<file path="config.mk">
export PLATFORM = sky130hd
export DESIGN_NAME = hyp_trap_deleg
export DESIGN_NICKNAME = d
export VERILOG_FILES = /design/src/hw/hyp_trap_deleg.v
export VERILOG_INCLUDE_DIRS = /design/src /design/src/common
export SDC_FILE = /design/constraint.sdc
export NUM_CORES = 1
export LEC_CHECK = 0
export ABC_CLOCK_PERIOD_IN_PS = 3900
export BUFFER_PORTS_ARGS = -buffer_cell sky130_fd_sc_hd__buf_2
export CAP_MARGIN = 20
export CORE_AREA = 2 2 165 167
export CTS_CLUSTER_SIZE = 14
export DETAILED_ROUTE_END_ITERATION = 7
export DIE_AREA = 0 0 167 169
export GPL_TIMING_DRIVEN = 0
export HOLD_SLACK_MARGIN = 0.05
export RECOVER_POWER = 100
export SLEW_MARGIN = 40
export SYNTH_ARGS = -nofsm -noshare
export SYNTH_HDL_FRONTEND = slang
export SYNTH_SLANG_ARGS = --single-unit
</file>
<file path="constraint.sdc">
create_clock -name clock -period 3.9 [get_ports clock]
set_input_delay 0 -clock clock [delete_from_list [all_inputs] [get_ports clock]]
set_output_delay 0 -clock clock [all_outputs]
set_load 0.03 [all_outputs]
</file>
<file path="src/common/hyp_trap_defines.vh">
// constants for the hypervisor trap delegation and guest interrupt block
// How it works
// - delegated-to-host exception goes to guest if guest flag set and delegation bit set
// - every exception delegation bit is writable or reads zero
// - exception delegation bit 0 writable when instruction alignment is 32
// - exception delegation bits 1-8, 12, 13, 15, 18, 19 writable
// - exception delegation bits 9-11 and 20-23 always read zero
// - upper alias register holds bits 63:32, only when host width is 32
// - host-routed interrupt goes on to guest when its delegation bit is set
// - interrupt delegation bits 10, 6, 2 writable; 12, 9, 5, 1 read zero
// - guest causes 10, 6, 2 are presented as 9, 5, 1 to the guest
// - platform causes 16 and up may be translated; not done here
// - injection register bits 10, 6, 2 writable, all others read zero
// - injected bits assert guest external, timer, software interrupts
// - supervisor-enable bits read zero in guest pending and enable registers
// - host trap needs host enable or lower level, pending and enabled, not delegated
// - writing 0 to a writable guest pending bit clears it
// - read-only guest pending bits 10 and 6 are cleared through the injection register; bit 12 is not
// - guest enable bit writable only where its interrupt can pend
// - host guest-external pending is OR of guest pending AND guest enable vectors
// - guest external pending is injected OR selected source OR platform signal
// - guest timer pending is injected timer OR platform guest timer
// - guest software pending aliases the injected software bit
// - enable positions are 12, 10, 6 and 2
// - host priority: sup ext, sup sw, sup timer, host guest-ext, guest ext, sw, timer
// - source selector zero selects no guest external source
// - guest external enable vector does not gate the selected source
`ifndef HYP_TRAP_DEFINES_VH
`define HYP_TRAP_DEFINES_VH

// register selector codes on the access port
`define SEL_EXC_DELEG 3'h0
`define SEL_EXC_DELEG_UPPER 3'h1
`define SEL_IRQ_DELEG 3'h2
`define SEL_VIRT_INJECT 3'h3
`define SEL_GUEST_PENDING 3'h4
`define SEL_GUEST_ENABLE 3'h5

// writable bit masks
`define EXC_DELEG_WMASK 64'h00000000000CB1FE
`define EXC_MISALIGN_BIT 64'h0000000000000001
`define IRQ_DELEG_WMASK 64'h0000000000000444
`define VIRT_INJECT_WMASK 64'h0000000000000444
`define GUEST_PENDING_WMASK 64'h0000000000000004
`define GUEST_ENABLE_WMASK 64'h0000000000001444

// interrupt bit positions
`define BIT_SUP_SOFTWARE 1
`define BIT_GUEST_SOFTWARE 2
`define BIT_SUP_TIMER 5
`define BIT_GUEST_TIMER 6
`define BIT_SUP_EXTERNAL 9
`define BIT_GUEST_EXTERNAL 10
`define BIT_HOST_GUEST_EXT 12

// cause codes
`define CAUSE_SUP_SOFTWARE 6'h01
`define CAUSE_GUEST_SOFTWARE 6'h02
`define CAUSE_SUP_TIMER 6'h05
`define CAUSE_GUEST_TIMER 6'h06
`define CAUSE_SUP_EXTERNAL 6'h09
`define CAUSE_GUEST_EXTERNAL 6'h0A
`define CAUSE_HOST_GUEST_EXT 6'h0C

`define ALIGN_32 32

`endif

</file>
<file path="src/hw/hyp_trap_deleg.v">
// hypervisor trap delegation and guest interrupt pending/enable logic
`timescale 1ns/10ps
`default_nettype none
`include "hyp_trap_defines.vh"

module hyp_trap_deleg
#(
    parameter HOST_WIDTH_32 = 0,
    parameter INSTRUCTION_ALIGNMENT = 32
)
(
    input wire clock,
    input wire arst_n,
    input wire csr_read,
    input wire csr_write,
    input wire [2:0] csr_select,
    input wire [63:0] csr_wdata,
    output reg [63:0] csr_rdata_q,
    output reg csr_missing_q,
    input wire exc_valid,
    input wire [5:0] exc_cause,
    input wire exc_routed_to_host,
    input wire guest_mode_before,
    output reg exc_to_guest_q,
    input wire at_host_level,
    input wire below_host_level,
    input wire sup_global_enable,
    input wire [63:0] sup_pending_enabled,
    input wire [63:0] host_routed,
    input wire [63:0] guest_ext_pending_vec,
    input wire [63:0] guest_ext_enable_vec,
    input wire [5:0] guest_external_source_select,
    input wire platform_guest_external,
    input wire platform_guest_timer,
    output reg host_irq_q,
    output reg [5:0] host_irq_cause_q,
    output reg guest_irq_q,
    output reg [5:0] guest_irq_cause_q,
    output reg host_guest_external_pending_q
);

    // ************************************************************
    // platform pin synchronisers
    // ************************************************************
    reg plat_ext_meta_q;
    reg plat_ext_q;
    reg plat_tim_meta_q;
    reg plat_tim_q;

    always @(posedge clock or negedge arst_n)
    begin
        if (!arst_n)
        begin
            plat_ext_meta_q <= 1'b0;
            plat_ext_q <= 1'b0;
            plat_tim_meta_q <= 1'b0;
            plat_tim_q <= 1'b0;
        end
        else
        begin
            plat_ext_meta_q <= platform_guest_external;
            plat_ext_q <= plat_ext_meta_q;
            plat_tim_meta_q <= platform_guest_timer;
            plat_tim_q <= plat_tim_meta_q;
        end
    end

    // ************************************************************
    // storage and write masks
    // ************************************************************
    reg [63:0] exc_deleg_q;
    reg [63:0] irq_deleg_q;
    reg [63:0] virt_inject_q;
    reg [63:0] guest_enable_q;

    wire [63:0] exc_wmask;
    wire upper_exists;

    // bit 0 writable only with 32-bit alignment, others fixed
    assign exc_wmask = `EXC_DELEG_WMASK
        | ((INSTRUCTION_ALIGNMENT == `ALIGN_32) ? `EXC_MISALIGN_BIT : 64'h0000000000000000);
    assign upper_exists = (HOST_WIDTH_32 != 0);

    // low-word write in 32-bit width keeps the upper half
    wire [63:0] exc_low_data;
    wire [63:0] exc_up_data;
    assign exc_low_data = upper_exists ? {exc_deleg_q[63:32], csr_wdata[31:0]} : csr_wdata;
    assign exc_up_data = {csr_wdata[31:0], exc_deleg_q[31:0]};

    always @(posedge clock or negedge arst_n)
    begin
        if (!arst_n)
        begin
            exc_deleg_q <= 64'h0000000000000000;
            irq_deleg_q <= 64'h0000000000000000;
            virt_inject_q <= 64'h0000000000000000;
            guest_enable_q <= 64'h0000000000000000;
        end
        else if (csr_write)
        begin
            if (csr_select == `SEL_EXC_DELEG)
            begin
                exc_deleg_q <= exc_low_data & exc_wmask;
            end
            else if (csr_select == `SEL_EXC_DELEG_UPPER && upper_exists)
            begin
                exc_deleg_q <= exc_up_data & exc_wmask;
            end
            else if (csr_select == `SEL_IRQ_DELEG)
            begin
                irq_deleg_q <= csr_wdata & `IRQ_DELEG_WMASK;
            end
            else if (csr_select == `SEL_VIRT_INJECT)
            begin
                virt_inject_q <= csr_wdata & `VIRT_INJECT_WMASK;
            end
            else if (csr_select == `SEL_GUEST_PENDING)
            begin
                // only the software bit is writable; it shares injection storage
                virt_inject_q <= (virt_inject_q & ~`GUEST_PENDING_WMASK)
                    | (csr_wdata & `GUEST_PENDING_WMASK);
            end
            else if (csr_select == `SEL_GUEST_ENABLE)
            begin
                guest_enable_q <= csr_wdata & `GUEST_ENABLE_WMASK;
            end
        end
    end

    // ************************************************************
    // guest pending vector
    // ************************************************************
    wire host_guest_ext_pend;
    wire selected_source;
    wire guest_ext_pend;
    wire guest_tim_pend;
    wire guest_sw_pend;
    reg [63:0] guest_pending;

    assign host_guest_ext_pend = |(guest_ext_pending_vec & guest_ext_enable_vec);
    assign selected_source = (guest_external_source_select != 6'h00)
        & guest_ext_pending_vec[guest_external_source_select];
    assign guest_ext_pend = virt_inject_q[`BIT_GUEST_EXTERNAL] | selected_source | plat_ext_q;
    assign guest_tim_pend = virt_inject_q[`BIT_GUEST_TIMER] | plat_tim_q;
    assign guest_sw_pend = virt_inject_q[`BIT_GUEST_SOFTWARE];

    always @*
    begin
        guest_pending = 64'h0000000000000000;
        guest_pending[`BIT_HOST_GUEST_EXT] = host_guest_ext_pend;
        guest_pending[`BIT_GUEST_EXTERNAL] = guest_ext_pend;
        guest_pending[`BIT_GUEST_TIMER] = guest_tim_pend;
        guest_pending[`BIT_GUEST_SOFTWARE] = guest_sw_pend;
    end

    // ************************************************************
    // read port
    // ************************************************************
    reg [63:0] rd_value;
    reg rd_missing;

    always @*
    begin
        rd_value = 64'h0000000000000000;
        rd_missing = 1'b0;
        if (csr_select == `SEL_EXC_DELEG)
        begin
            rd_value = upper_exists ? {32'h00000000, exc_deleg_q[31:0]} : exc_deleg_q;
        end
        else if (csr_select == `SEL_EXC_DELEG_UPPER)
        begin
            rd_value = {32'h00000000, exc_deleg_q[63:32]};
            rd_missing = !upper_exists;
        end
        else if (csr_select == `SEL_IRQ_DELEG)
        begin
            rd_value = irq_deleg_q;
        end
        else if (csr_select == `SEL_VIRT_INJECT)
        begin
            rd_value = virt_inject_q;
        end
        else if (csr_select == `SEL_GUEST_PENDING)
        begin
            rd_value = guest_pending;
        end
        else if (csr_select == `SEL_GUEST_ENABLE)
        begin
            rd_value = guest_enable_q;
        end
        else
        begin
            rd_missing = 1'b1;
        end
    end

    always @(posedge clock or negedge arst_n)
    begin
        if (!arst_n)
        begin
            csr_rdata_q <= 64'h0000000000000000;
            csr_missing_q <= 1'b0;
        end
        else
        begin
            if (csr_read)
            begin
                csr_rdata_q <= rd_value;
            end
            csr_missing_q <= (csr_read | csr_write) & rd_missing;
        end
    end

    // ************************************************************
    // trap routing decisions
    // ************************************************************
    wire [63:0] guest_active;
    wire [63:0] host_cand;
    wire [63:0] guest_cand;
    wire host_enabled;
    reg host_take;
    reg [5:0] host_cause;
    reg guest_take;
    reg [5:0] guest_cause;

    assign guest_active = guest_pending & guest_enable_q;
    assign host_enabled = (at_host_level & sup_global_enable) | below_host_level;
    assign host_cand = (sup_pending_enabled | guest_active) & host_routed & ~irq_deleg_q;
    assign guest_cand = guest_active & host_routed & irq_deleg_q;

    always @*
    begin
        host_take = host_enabled;
        host_cause = 6'h00;
        if (host_cand[`BIT_SUP_EXTERNAL])
        begin
            host_cause = `CAUSE_SUP_EXTERNAL;
        end
        else if (host_cand[`BIT_SUP_SOFTWARE])
        begin
            host_cause = `CAUSE_SUP_SOFTWARE;
        end
        else if (host_cand[`BIT_SUP_TIMER])
        begin
            host_cause = `CAUSE_SUP_TIMER;
        end
        else if (host_cand[`BIT_HOST_GUEST_EXT])
        begin
            host_cause = `CAUSE_HOST_GUEST_EXT;
        end
        else if (host_cand[`BIT_GUEST_EXTERNAL])
        begin
            host_cause = `CAUSE_GUEST_EXTERNAL;
        end
        else if (host_cand[`BIT_GUEST_SOFTWARE])
        begin
            host_cause = `CAUSE_GUEST_SOFTWARE;
        end
        else if (host_cand[`BIT_GUEST_TIMER])
        begin
            host_cause = `CAUSE_GUEST_TIMER;
        end
        else
        begin
            host_take = 1'b0;
        end
    end

    // delegated guest causes are translated to supervisor codes
    always @*
    begin
        guest_take = 1'b1;
        guest_cause = 6'h00; // causes 16 and up are never delegated here
        if (guest_cand[`BIT_GUEST_EXTERNAL])
        begin
            guest_cause = `CAUSE_SUP_EXTERNAL;
        end
        else if (guest_cand[`BIT_GUEST_SOFTWARE])
        begin
            guest_cause = `CAUSE_SUP_SOFTWARE;
        end
        else if (guest_cand[`BIT_GUEST_TIMER])
        begin
            guest_cause = `CAUSE_SUP_TIMER;
        end
        else
        begin
            guest_take = 1'b0;
        end
    end

    always @(posedge clock or negedge arst_n)
    begin
        if (!arst_n)
        begin
            exc_to_guest_q <= 1'b0;
            host_irq_q <= 1'b0;
            host_irq_cause_q <= 6'h00;
            guest_irq_q <= 1'b0;
            guest_irq_cause_q <= 6'h00;
            host_guest_external_pending_q <= 1'b0;
        end
        else
        begin
            exc_to_guest_q <= exc_valid & exc_routed_to_host & guest_mode_before
                & exc_deleg_q[exc_cause];
            host_irq_q <= host_take;
            host_irq_cause_q <= host_cause;
            guest_irq_q <= guest_take;
            guest_irq_cause_q <= guest_cause;
            host_guest_external_pending_q <= host_guest_ext_pend;
        end
    end

endmodule
`default_nettype wire

</file>
==> metrics, run 1 <==
top-area cell type share of the netlist area=36.90%; Root Driver=clkbuf_16; clock buffer depth=2; Critical-path top delay cell=o31ai_1; CTS tree=yes; Row Count=60; first-pass GRT wire length=22720 µm; Initial Utilization=14.07%; count of flip-flops with a built-in enable after synthesis=0; min-delay worst type=input port to flip-flop; pin count of the biggest net entering global routing=56; total track usage=10.60%; # H-tree levels=2; Routability Congestion=0.8661; Syn Inst Count=361; number of hold violations in the final report=0; drt via density=3.981; worst reg2reg endpoint=host_irq_cause_q[3]; Power Density=295.1 nW/µm²; DRC=0; I/O pins=428; Fill cells=2894; Syn Std Cell Area=3730 µm²; total iterations of the first detailed-routing run=4; via count=3997; CP Cell Sequence=or3b_2, o31ai_1, o31ai_1, a21oi_1, o21ai_0, dlygate4sd3_1; Worst-Margin Slew=1.218 ns; Clock transition at path regs=0.08 ns; r2r startpoint=virt_inject_q[10]; Crit path depth=6; Setup-failing EPs final=0; core area=26500 µm²; Synth cell types=46; Clock Sink Count=55; Rel. slew slack=18.79%; CP Buf/Inv Count=1; Worst Setup EP=host_irq_cause_q[3]; Seq/Total Area, Yosys=36.90%; Slew Limit Fails=0; area delta synth->final=58.37%; Total Wirelength=15570 µm; Crit path max-delay family=compound AO/OA/AOI/OAI gates; final core utilization=22.29%; synth top area cells=dfrtp_1 (37%), buf_4 (11%), mux4_2 (8.5%); Syn. warnings=0; number of global-route vias before repair=4012; MaxCap Viol Count=0; CP Launch Point=virt_inject_q[10]; most area-hungry cell type in the Yosys netlist=dfrtp_1; worst skew pair latency=0.30 ns; period utilisation layout=74.45%; VDD IR max=0.2029 mV; Nets=1005; worst-path fanout max=4; Final HPWL DP=13170 µm; WP data required=4.09 ns; FF+latch area=1376 µm²; remaining antenna violation count=0; Die X=167 µm; Highest Clock Rate=344.4 MHz; asr flop ratio synth=100.0%; post-CTS setup buffers=0; CP Class=flip-flop to flip-flop; Final Critical Period=2.903 ns; initial antenna violation count=5; initial DRC count=198; layout cells sized above 1=50.38%; Setup crit end kind=flip-flop; grt ovf=0; Post-Syn Area per Cell=10.33 µm²; Sum Neg Setup Slack=0 ns; critical path's most frequent cell=o31ai_1; Worst path max stage delay=0.69 ns; Die Span Y=169 µm; wire length per cell=15.51 µm; number of I/O port buffers=254; Seq cells post-synth=55; TritonCTS Buffers=5; area of the multi-input gates=1828 µm²; main flop type after synthesis=dfrtp_1; Static Leak=0.002860 µW; Critical Path AT=3.09 ns; RSZ-0062 raised after global routing=no; r2r setup slk=1.0 ns; crit path launch type=flip-flop; Clock Skew=0.01082 ns; Register-to-Register Path Depth=6; DIE AREA=28220 µm²; status=complete, no violations
-- stage by stage --
step / cells / cell area, µm² / worst slack [ns] / power (µW) / hold WS, ns
CTS: 999 / 5924 / 1.209 / 1773 / 0.05775
detailed placement: 960 / 5446 / 1.398 / 1217 / 0.1060
finish: 1004 / 5907 / 0.9965 / 1743 / 0.06617
global placement: 960 / 5443 / 1.425 / 1207 / 0.1108
global route: 1003 / 5904 / 0.9134 / 1834 / 0.07085
floorplan: 365 / 3745 / 2.003 / 985.2 / -0.2956
-- final cells by class --
| cell class | count | area share, % |
|---|---|---|
| buffer | 67 | 8.113 |
| sequential | 55 | 23.30 |
| timing repair buffer | 286 | 26.46 |
| clock inverter | 2 | 0.6566 |
| inverter | 15 | 0.9532 |
| multi-input combinational | 228 | 30.95 |
| clock buffer | 6 | 2.182 |
| antenna | 4 | 0.1695 |
| tap | 341 | 7.223 |
-- tightest hold or removal path: cells and delay by family --
| family | cells | cell delay [ns] |
|---|---|---|
| and+or+nand+nor | 4 | 0.18 |
| AOI/OAI and AO/OA | 1 | 0.06 |
| buffers and inverters | 1 | 0.09 |
-- layer usage --
layer  up-vias  share of wire (%)  track usage (%)
li1       1888                  -                -
met1      1874                 40            12.22
met2       209                 51            19.70
met3        22                6.1            1.543
met4         4                2.6            4.160
met5         -               0.19                0
-- cell families (layout without fill, tap and decap cells) --
kind of cell,after synthesis,in the layout,share of synthesized area (%)
compound gates,86,86,16.44
buf+inv,82,376,14.36
flops,55,55,36.90
mux,55,55,21.17
other cells,1,9,0.1005
simple gates,82,82,11.04
-- worst min path at each step --
stage                          endpoint               startpoint  cells past startpoint
floorplan                 csr_missing_q                   arst_n                      0
global placement        plat_ext_meta_q  platform_guest_external                      1
detailed placement      exc_deleg_q[13]                   arst_n                      1
CTS                     csr_rdata_q[18]            csr_select[2]                      4
global route            csr_rdata_q[12]                 csr_read                      3
finish              host_irq_cause_q[1]  sup_pending_enabled[12]                      6
-- cell usage after synthesis (all sizes together) (2+ instances only) --
library cell	n
a31oi	5
o21ai	19
o211ai	2
nand2b	3
nor3	5
a221oi	16
a21oi	12
mux2i	14
a22o	16
mux2	25
or3	3
dfrtp	55
a22oi	2
mux4	16
o21a	3
o31ai	2
nand4	7
nor2b	5
nand3	6
inv	14
or3b	3
buf	61
nand2	30
nor2	13
o22ai	3
o221ai	2
clkbuf	6
-- where the power goes --
group          internal, µW  leakage (µW)  switching (µW)
Clock                   306     0.0000815             216
Combinational           249       0.00209             256
Sequential              650      0.000685            66.2
-- flip-flops by register name, summed over array words and instances, names as in the netlist --
name and count:
csr_missing_q 1, csr_rdata_q 16, exc_deleg_q 14, exc_to_guest_q 1, guest_enable_q 4, guest_irq_cause_q 2
guest_irq_q 1, host_guest_external_pending_q 1, host_irq_cause_q 4, host_irq_q 1, irq_deleg_q 3, plat_ext_meta_q 1
plat_ext_q 1, plat_tim_meta_q 1, plat_tim_q 1, virt_inject_q 3
-- cells in the final DEF, fill, tap and decap left out, drive strengths merged, types with 2 or more instances in the layout --
cell / synthesis / routed
a21oi: 12 / 12
a221oi: 16 / 16
a22o: 16 / 16
a22oi: 2 / 2
a31oi: 5 / 5
buf: 61 / 236
clkbuf: 6 / 92
conb: 1 / 5
dfrtp: 55 / 55
diode: 0 / 4
dlygate4sd3: 0 / 31
inv: 14 / 15
mux2: 25 / 25
mux2i: 14 / 14
mux4: 16 / 16
nand2: 30 / 30
nand2b: 3 / 3
nand3: 6 / 6
nand4: 7 / 7
nor2: 13 / 13
nor2b: 5 / 5
nor3: 5 / 5
o211ai: 2 / 2
o21a: 3 / 3
o21ai: 19 / 19
o221ai: 2 / 2
o22ai: 3 / 3
o31ai: 2 / 2
or3: 3 / 3
or3b: 3 / 3
-- timing repair --
action | in CTS | in global routing
gates resized for setup | 0 | 0
endpoints found under the hold margin | 87 | 0
hold buffers | 31 | 0
Power figures use the tool's default switching activity.
==> run 2, diff against run 1 <==
- ABC_AREA: default -> 1
- ABC_CLOCK_PERIOD_IN_PS: 3900 -> 2500
- clock period: 3.9 -> 2.5 ns (I/O delays scaled with it)
==> metrics, run 2 <==
Setup WS pre-CTS=0.6052 ns (was 1.398 ns); largest reg by FF count=csr_rdata_q (unchanged); Rel. slew slack=5.969% (was 18.79%); commonest non-fill, non-tap cell in the layout=nand2_1 (was buf_2); Met1 Wirelength=6953 µm (was 6235 µm); Routability Congestion=0.8681 (was 0.8661); Clock Skew=0.009726 ns (was 0.01082 ns); remaining antenna violation count=0 (unchanged); # H-tree levels=2 (unchanged); via count=4847 (was 3997); Power Density=413.0 nW/µm² (was 295.1 nW/µm²); Final Critical Period=1.872 ns; Die X=167 µm (unchanged); biggest regs=csr_rdata_q: 16 flops, exc_deleg_q: 14 flops (unchanged); Nets=1261 (was 1005); core area=26500 µm² (unchanged); asr flop ratio synth=100.0% (unchanged); Seq/Total Area, Yosys=33.63% (was 36.90%); DRC=0 (unchanged); wire length per cell=12.20 µm (was 15.51 µm); initial DRC count=234 (was 198); Critical Path AT=2.07 ns (was 3.09 ns); most area-hungry cell type in the Yosys netlist=dfrtp_1 (unchanged); Static Leak=0.003479 µW (was 0.002860 µW); Fill cells=3025 (was 2894); MaxCap Viol Count=0 (unchanged); Setup-failing EPs final=0 (unchanged); pin count of the biggest net entering global routing=56 (unchanged); Worst-Margin Slew=1.410 ns (was 1.218 ns); Final Power=2560 µW (was 1743 µW); Syn Std Cell Area=4093 µm² (was 3730 µm²); Clock transition at path regs=0.07 ns (was 0.08 ns); initial antenna violation count=1 (was 5); Seq cells post-synth=55 (unchanged); CP Class=input port to flip-flop (was flip-flop to flip-flop); most frequent cells in the layout=nand2_1 (226), buf_2 (218), inv_1 (63) (was buf_2 (225), dfrtp_1 (55), clkbuf_4 (48)); Synth cell types=40 (was 46); top-area cell type share of the netlist area=33.63% (was 36.90%); layout cells sized above 1=33.66% (was 50.38%); Total Wirelength=15340 µm (was 15570 µm); Initial Utilization=15.44% (was 14.07%); top sig layer=met4 (was met5); number of hold violations in the final report=0 (unchanged); main flop type after synthesis=dfrtp_1 (unchanged); clock buffer depth=2 (unchanged); Slew Limit Fails=0 (unchanged); met2 routed WL=7463 µm (was 7935 µm); Root Driver=clkbuf_16 (unchanged); WP data required=2.70 ns (was 4.09 ns); CP Cell Sequence=clkbuf_1, inv_4, clkbuf_1, nor2_1, o21ai_0, nand3_1, nand3_1, nand2_1, nand3_2, nand3_1, nand2_1, nand2_1, nand2_1, nand3_1, nand2_1, inv_1 (was or3b_2, o31ai_1, o31ai_1, a21oi_1, o21ai_0, dlygate4sd3_1); total track usage=10.55% (was 10.60%); Sum Neg Setup Slack=0 ns (unchanged); Setup WS post-layout=0.6276 ns (was 0.9965 ns); count of flip-flops with a built-in enable after synthesis=0 (unchanged); Clock Sink Count=55 (unchanged); first-pass GRT wire length=24070 µm (was 22720 µm); Syn Inst Count=617 (was 361); Final HPWL DP=12880 µm (was 13170 µm); Post-Syn Area per Cell=6.633 µm² (was 10.33 µm²); Worst path max stage delay=0.39 ns (was 0.69 ns); period utilisation layout=74.89%; Highest Clock Rate=534.1 MHz; most frequent cell after synthesis=nand2_1 (was dfrtp_1); worst skew pair latency=0.30 ns (about the same); RSZ-0062 raised after global routing=no (unchanged); CTS tree=yes (unchanged); total iterations of the first detailed-routing run=7 (was 4); number of I/O port buffers=257 (was 254); hold slack=0.05445 ns (was 0.06617 ns); critical path's most frequent cell=nand2_1 (was o31ai_1); DIE AREA=28220 µm² (unchanged); synth top area cells=dfrtp_1 (34%), nand2_1 (21%), buf_4 (10%) (was dfrtp_1 (37%), buf_4 (11%), mux4_2 (8.5%)); Setup crit end kind=flip-flop (unchanged); met3 wire length=787 µm (was 956 µm); Syn. warnings=0 (unchanged); crit path launch type=input port (was flip-flop); min-delay worst type=input port to flip-flop (unchanged); post-CTS setup buffers=0 (unchanged); worst-path fanout max=10 (was 4); TritonCTS Buffers=5 (unchanged); I/O pins=428 (unchanged); Critical-path top delay cell=clkbuf_1 (was o31ai_1); max reg flops=16 (unchanged); area delta synth->final=51.45% (was 58.37%); VDD IR max=0.2560 mV (was 0.2029 mV); drt via density=3.856 (was 3.981); Row Count=60 (unchanged); grt ovf=0 (unchanged); Post-synth top cells=nand2_1 (225), inv_1 (63), buf_4 (57), nor2_1 (57), dfrtp_1 (55) (was dfrtp_1 (55), buf_4 (54), nand2_1 (30), mux2_2 (25), o21ai_0 (19)); status=complete, no violations (unchanged); Die Span Y=169 µm (unchanged); number of global-route vias before repair=4642 (was 4012)
run 2: stage by stage:
stage | instances | util (%) | instance area, µm²
2_1_floorplan | 621 | - | 4108
3_3_place_gp | 1219 | 21.96 | 5821
3_5_place_dp | 1219 | 21.98 | 5824
4_1_cts | 1256 | 23.63 | 6262
5_1_grt | 1256 | 23.38 | 6196
6_report | 1257 | 23.39 | 6198
run 2: repair_timing:
action / 4_1_cts / 5_1_grt
gates resized for setup: 0 / 0
hold endpoints to repair: 83 / 0
setup endpoints to repair: 0 / 0
hold buffers: 29 / 0
run 2: layout make-up:
class	instances	area, µm²	share of cell area (%)
inverters	65	249.0	4.017
clock buffers	5	125.1	2.019
clock inverters	3	22.52	0.3633
diodes	1	2.502	0.04037
repair buffers	286	1528	24.65
plain buffers	69	511.7	8.256
well taps	341	426.7	6.883
multi-input cells	432	1953	31.51
flip-flops and latches	55	1380	22.26
run 2: path summary, 6_finish.rpt:
path	start	endpoint	slack (ns)	cells past startpoint
min in group asynchronous	arst_n	csr_rdata_q[8]	0.55	2
max reg2reg	exc_deleg_q[2]	exc_to_guest_q	0.67	7
min reg2reg	plat_tim_meta_q	plat_tim_q	0.36	0
min	csr_wdata[2]	exc_deleg_q[2]	0.05	3
max in group asynchronous	arst_n	csr_rdata_q[62]	0.94	2
max	guest_external_source_select[1]	host_irq_q	0.63	16
run 2: per-layer routing:
metal / GRT usage, % / vias to the layer above
li1: - / 2485
met1: 13.91 / 2213
met2: 18.46 / 139
met3: 1.683 / 10
met4: 1.724 / 0
met5: 0 / -
run 2: kinds of logic after synthesis:
| logic type | after synthesis | synth area share (%) |
|---|---|---|
| multiplexers | 11 | 3.027 |
| buffers and inverters | 134 | 18.77 |
| AND/OR/NAND/NOR | 359 | 36.47 |
| AO/OA/AOI/OAI | 57 | 8.010 |
| other | 1 | 0.09163 |
| flip-flops | 55 | 33.63 |
run 2: power by group:
| part | switching (µW) | internal (µW) | leakage, µW |
|---|---|---|---|
| Sequential | 95.5 | 1000 | 0.000692 |
| Clock | 340 | 376 | 0.0000742 |
| Combinational | 425 | 321 | 0.00271 |
| Total | 861 | 1700 | 0.00348 |
run 2: critical path: cells and delay by family:
kind / cells / cell delay [ns]
compound gates: 1 / 0.10
buf+inv: 4 / 0.81
simple gates: 11 / 1.15
==> run 3, diff against run 2 <==
- ABC_CLOCK_PERIOD_IN_PS: 2500 -> 1900
- clock period: 2.5 -> 1.9 ns (I/O delays scaled with it)
==> metrics, run 3 (synthesized netlist as in run 2, its figures left out) <==
status=complete, no violations (unchanged); WP data required=2.08 ns (was 2.70 ns); met2 Use GR=18.46% (unchanged); worst-path fanout max=10 (unchanged); layout cells sized above 1=35.11% (was 33.66%); total iterations of the first detailed-routing run=5 (was 7); via count=4858 (was 4847); # H-tree levels=2 (unchanged); Fill cells=3007 (was 3025); initial DRC count=244 (was 234); wire length per cell=12.21 µm (was 12.20 µm); first-pass GRT wire length=24070 µm (unchanged); Register-to-Register Path Depth=8 (was 7); area of the multi-input gates=1956 µm² (was 1953 µm²); initial antenna violation count=1 (unchanged); FF+latch area=1378 µm² (was 1380 µm²); remaining antenna violation count=0 (unchanged); worst reg2reg endpoint=host_irq_q (was exc_to_guest_q); most frequent cells in the layout=buf_2 (228), nand2_1 (226), inv_1 (63) (was nand2_1 (226), buf_2 (218), inv_1 (63)); I/O pins=428 (unchanged); worst skew pair latency=0.30 ns (about the same); Initial Utilization=15.44% (unchanged); r2r startpoint=virt_inject_q[10] (was exc_deleg_q[2]); most used routing layer=met2 (unchanged); Cell Count, Final, Fillers Out=1259 (was 1257); crit path launch type=input port (unchanged); core area=26500 µm² (unchanged); commonest non-fill, non-tap cell in the layout=buf_2 (was nand2_1); Total Wirelength=15380 µm (was 15340 µm); number of hold violations in the final report=0 (unchanged); biggest regs=csr_rdata_q: 16 flops, exc_deleg_q: 14 flops (unchanged); VDD IR max=0.3392 mV (was 0.2560 mV); Final HPWL DP=12880 µm (unchanged); max reg flops=16 (unchanged); drt via density=3.859 (was 3.856); hold depth=3 (unchanged); CP Class=input port to flip-flop (unchanged); cts repair resizes=0 (unchanged); Highest Clock Rate=590.1 MHz; number of I/O port buffers=257 (unchanged); Rel. slew slack=51.60% (was 5.969%); hold endpoint=guest_enable_q[6] (was exc_deleg_q[2]); CTS tree=yes (unchanged); Setup crit end kind=flip-flop (unchanged); Row Count=60 (unchanged); Critical Path AT=1.87 ns (was 2.07 ns); Clock Sink Count=55 (unchanged); area delta synth->final=52.43% (was 51.45%); DIE AREA=28220 µm² (unchanged); placed insts=1219 (unchanged); RSZ-0062 raised after global routing=no (unchanged); TritonCTS Buffers=5 (unchanged); number of global-route vias before repair=4642 (unchanged); period utilisation layout=89.19%; min-delay worst type=input port to flip-flop (unchanged); Clock transition at path regs=0.07 ns (about the same); Worst-Margin Slew=0.7261 ns (was 1.410 ns); GR Util met1=13.91% (unchanged); Slew Limit Fails=0 (unchanged); Root Driver=clkbuf_16 (unchanged); Static Leak=0.003530 µW (was 0.003479 µW); Final Critical Period=1.695 ns; Nets=1263 (was 1261); Sum Neg Setup Slack=0 ns (unchanged); r2r setup slk=0.52 ns (was 0.67 ns); pin count of the biggest net entering global routing=56 (unchanged); grt met3 use=1.683% (unchanged); clock buffer depth=2 (unchanged); Die Span Y=169 µm (unchanged); grt ovf=0 (unchanged); Setup-failing EPs final=0 (unchanged); DRC=0 (unchanged); MaxCap Viol Count=0 (unchanged); largest reg by FF count=csr_rdata_q (unchanged); Hold Startpoint=csr_wdata[6] (was csr_wdata[2]); Final Power=3380 µW (was 2560 µW); Clock Skew=0.01092 ns (was 0.009726 ns); Die X=167 µm (unchanged); Power Density=541.9 nW/µm² (was 413.0 nW/µm²); total track usage=10.55% (unchanged); Routability Congestion=0.8681 (unchanged)
[run 3: stage by stage]
| step | area, µm² | hold slack (ns) | setup slack, ns | util (%) |
|---|---|---|---|---|
| floorplan | 4108 | -0.2956 | 0.3753 | - |
| global placement | 5821 | 0.1101 | 0.009261 | 21.96 |
| detailed placement | 5824 | 0.1117 | 0.005193 | 21.98 |
| CTS | 6262 | 0.05971 | 0.05571 | 23.63 |
| global route | 6236 | 0.07290 | 0.07328 | 23.53 |
| finish | 6238 | 0.05576 | 0.2053 | 23.54 |
[run 3: area by class of cell]
cell class	count	share of cell area, %
antenna	1	0.04011
buffer	69	8.323
clock buffer	5	2.006
clock inverter	3	0.3610
inverter	65	3.991
multi-input combinational	432	31.35
sequential	55	22.08
tap	341	6.839
timing repair buffer	288	25.01
[run 3: worst max-delay path by stage]
stage | from | to | slack [ns] | depth (start not counted)
floorplan | csr_rdata_q[62] | csr_rdata_q[11] | 0.38 | 1
global placement | guest_ext_pending_vec[8] | host_irq_q | 0.009 | 16
detailed placement | guest_ext_pending_vec[8] | host_irq_q | 0.005 | 16
CTS | exc_deleg_q[2] | exc_to_guest_q | 0.06 | 7
global route | csr_select[2] | exc_deleg_q[15] | 0.07 | 6
finish | csr_select[2] | exc_deleg_q[13] | 0.21 | 6
[run 3: power by group]
group | switching, µW | leakage [µW] | internal (µW)
clock network | 448 | 0.0000742 | 495
logic | 563 | 0.00276 | 432
registers | 124 | 0.000692 | 1320
[run 3: timing repair]
| action | CTS | global route |
|---|---|---|
| hold endpoints to repair | 83 | 1 |
| hold buffers | 29 | 2 |
| buffers inserted | 0 | 1 |
| endpoints found under the setup margin | 0 | 1 |
[run 3: layer usage]
metal / vias to the layer above / routed length, µm
li1: 2488 / -
met1: 2215 / 6873
met2: 144 / 7540
met3: 11 / 827
met4: 0 / 134
met5: - / 0
[run 3: critical path: stages]
cell           delay (ns)
dlygate4sd3_1        0.55
clkbuf_1             0.12
nor2_2               0.26
nand2_1              0.30
clkbuf_1             0.31
mux2_2               0.33
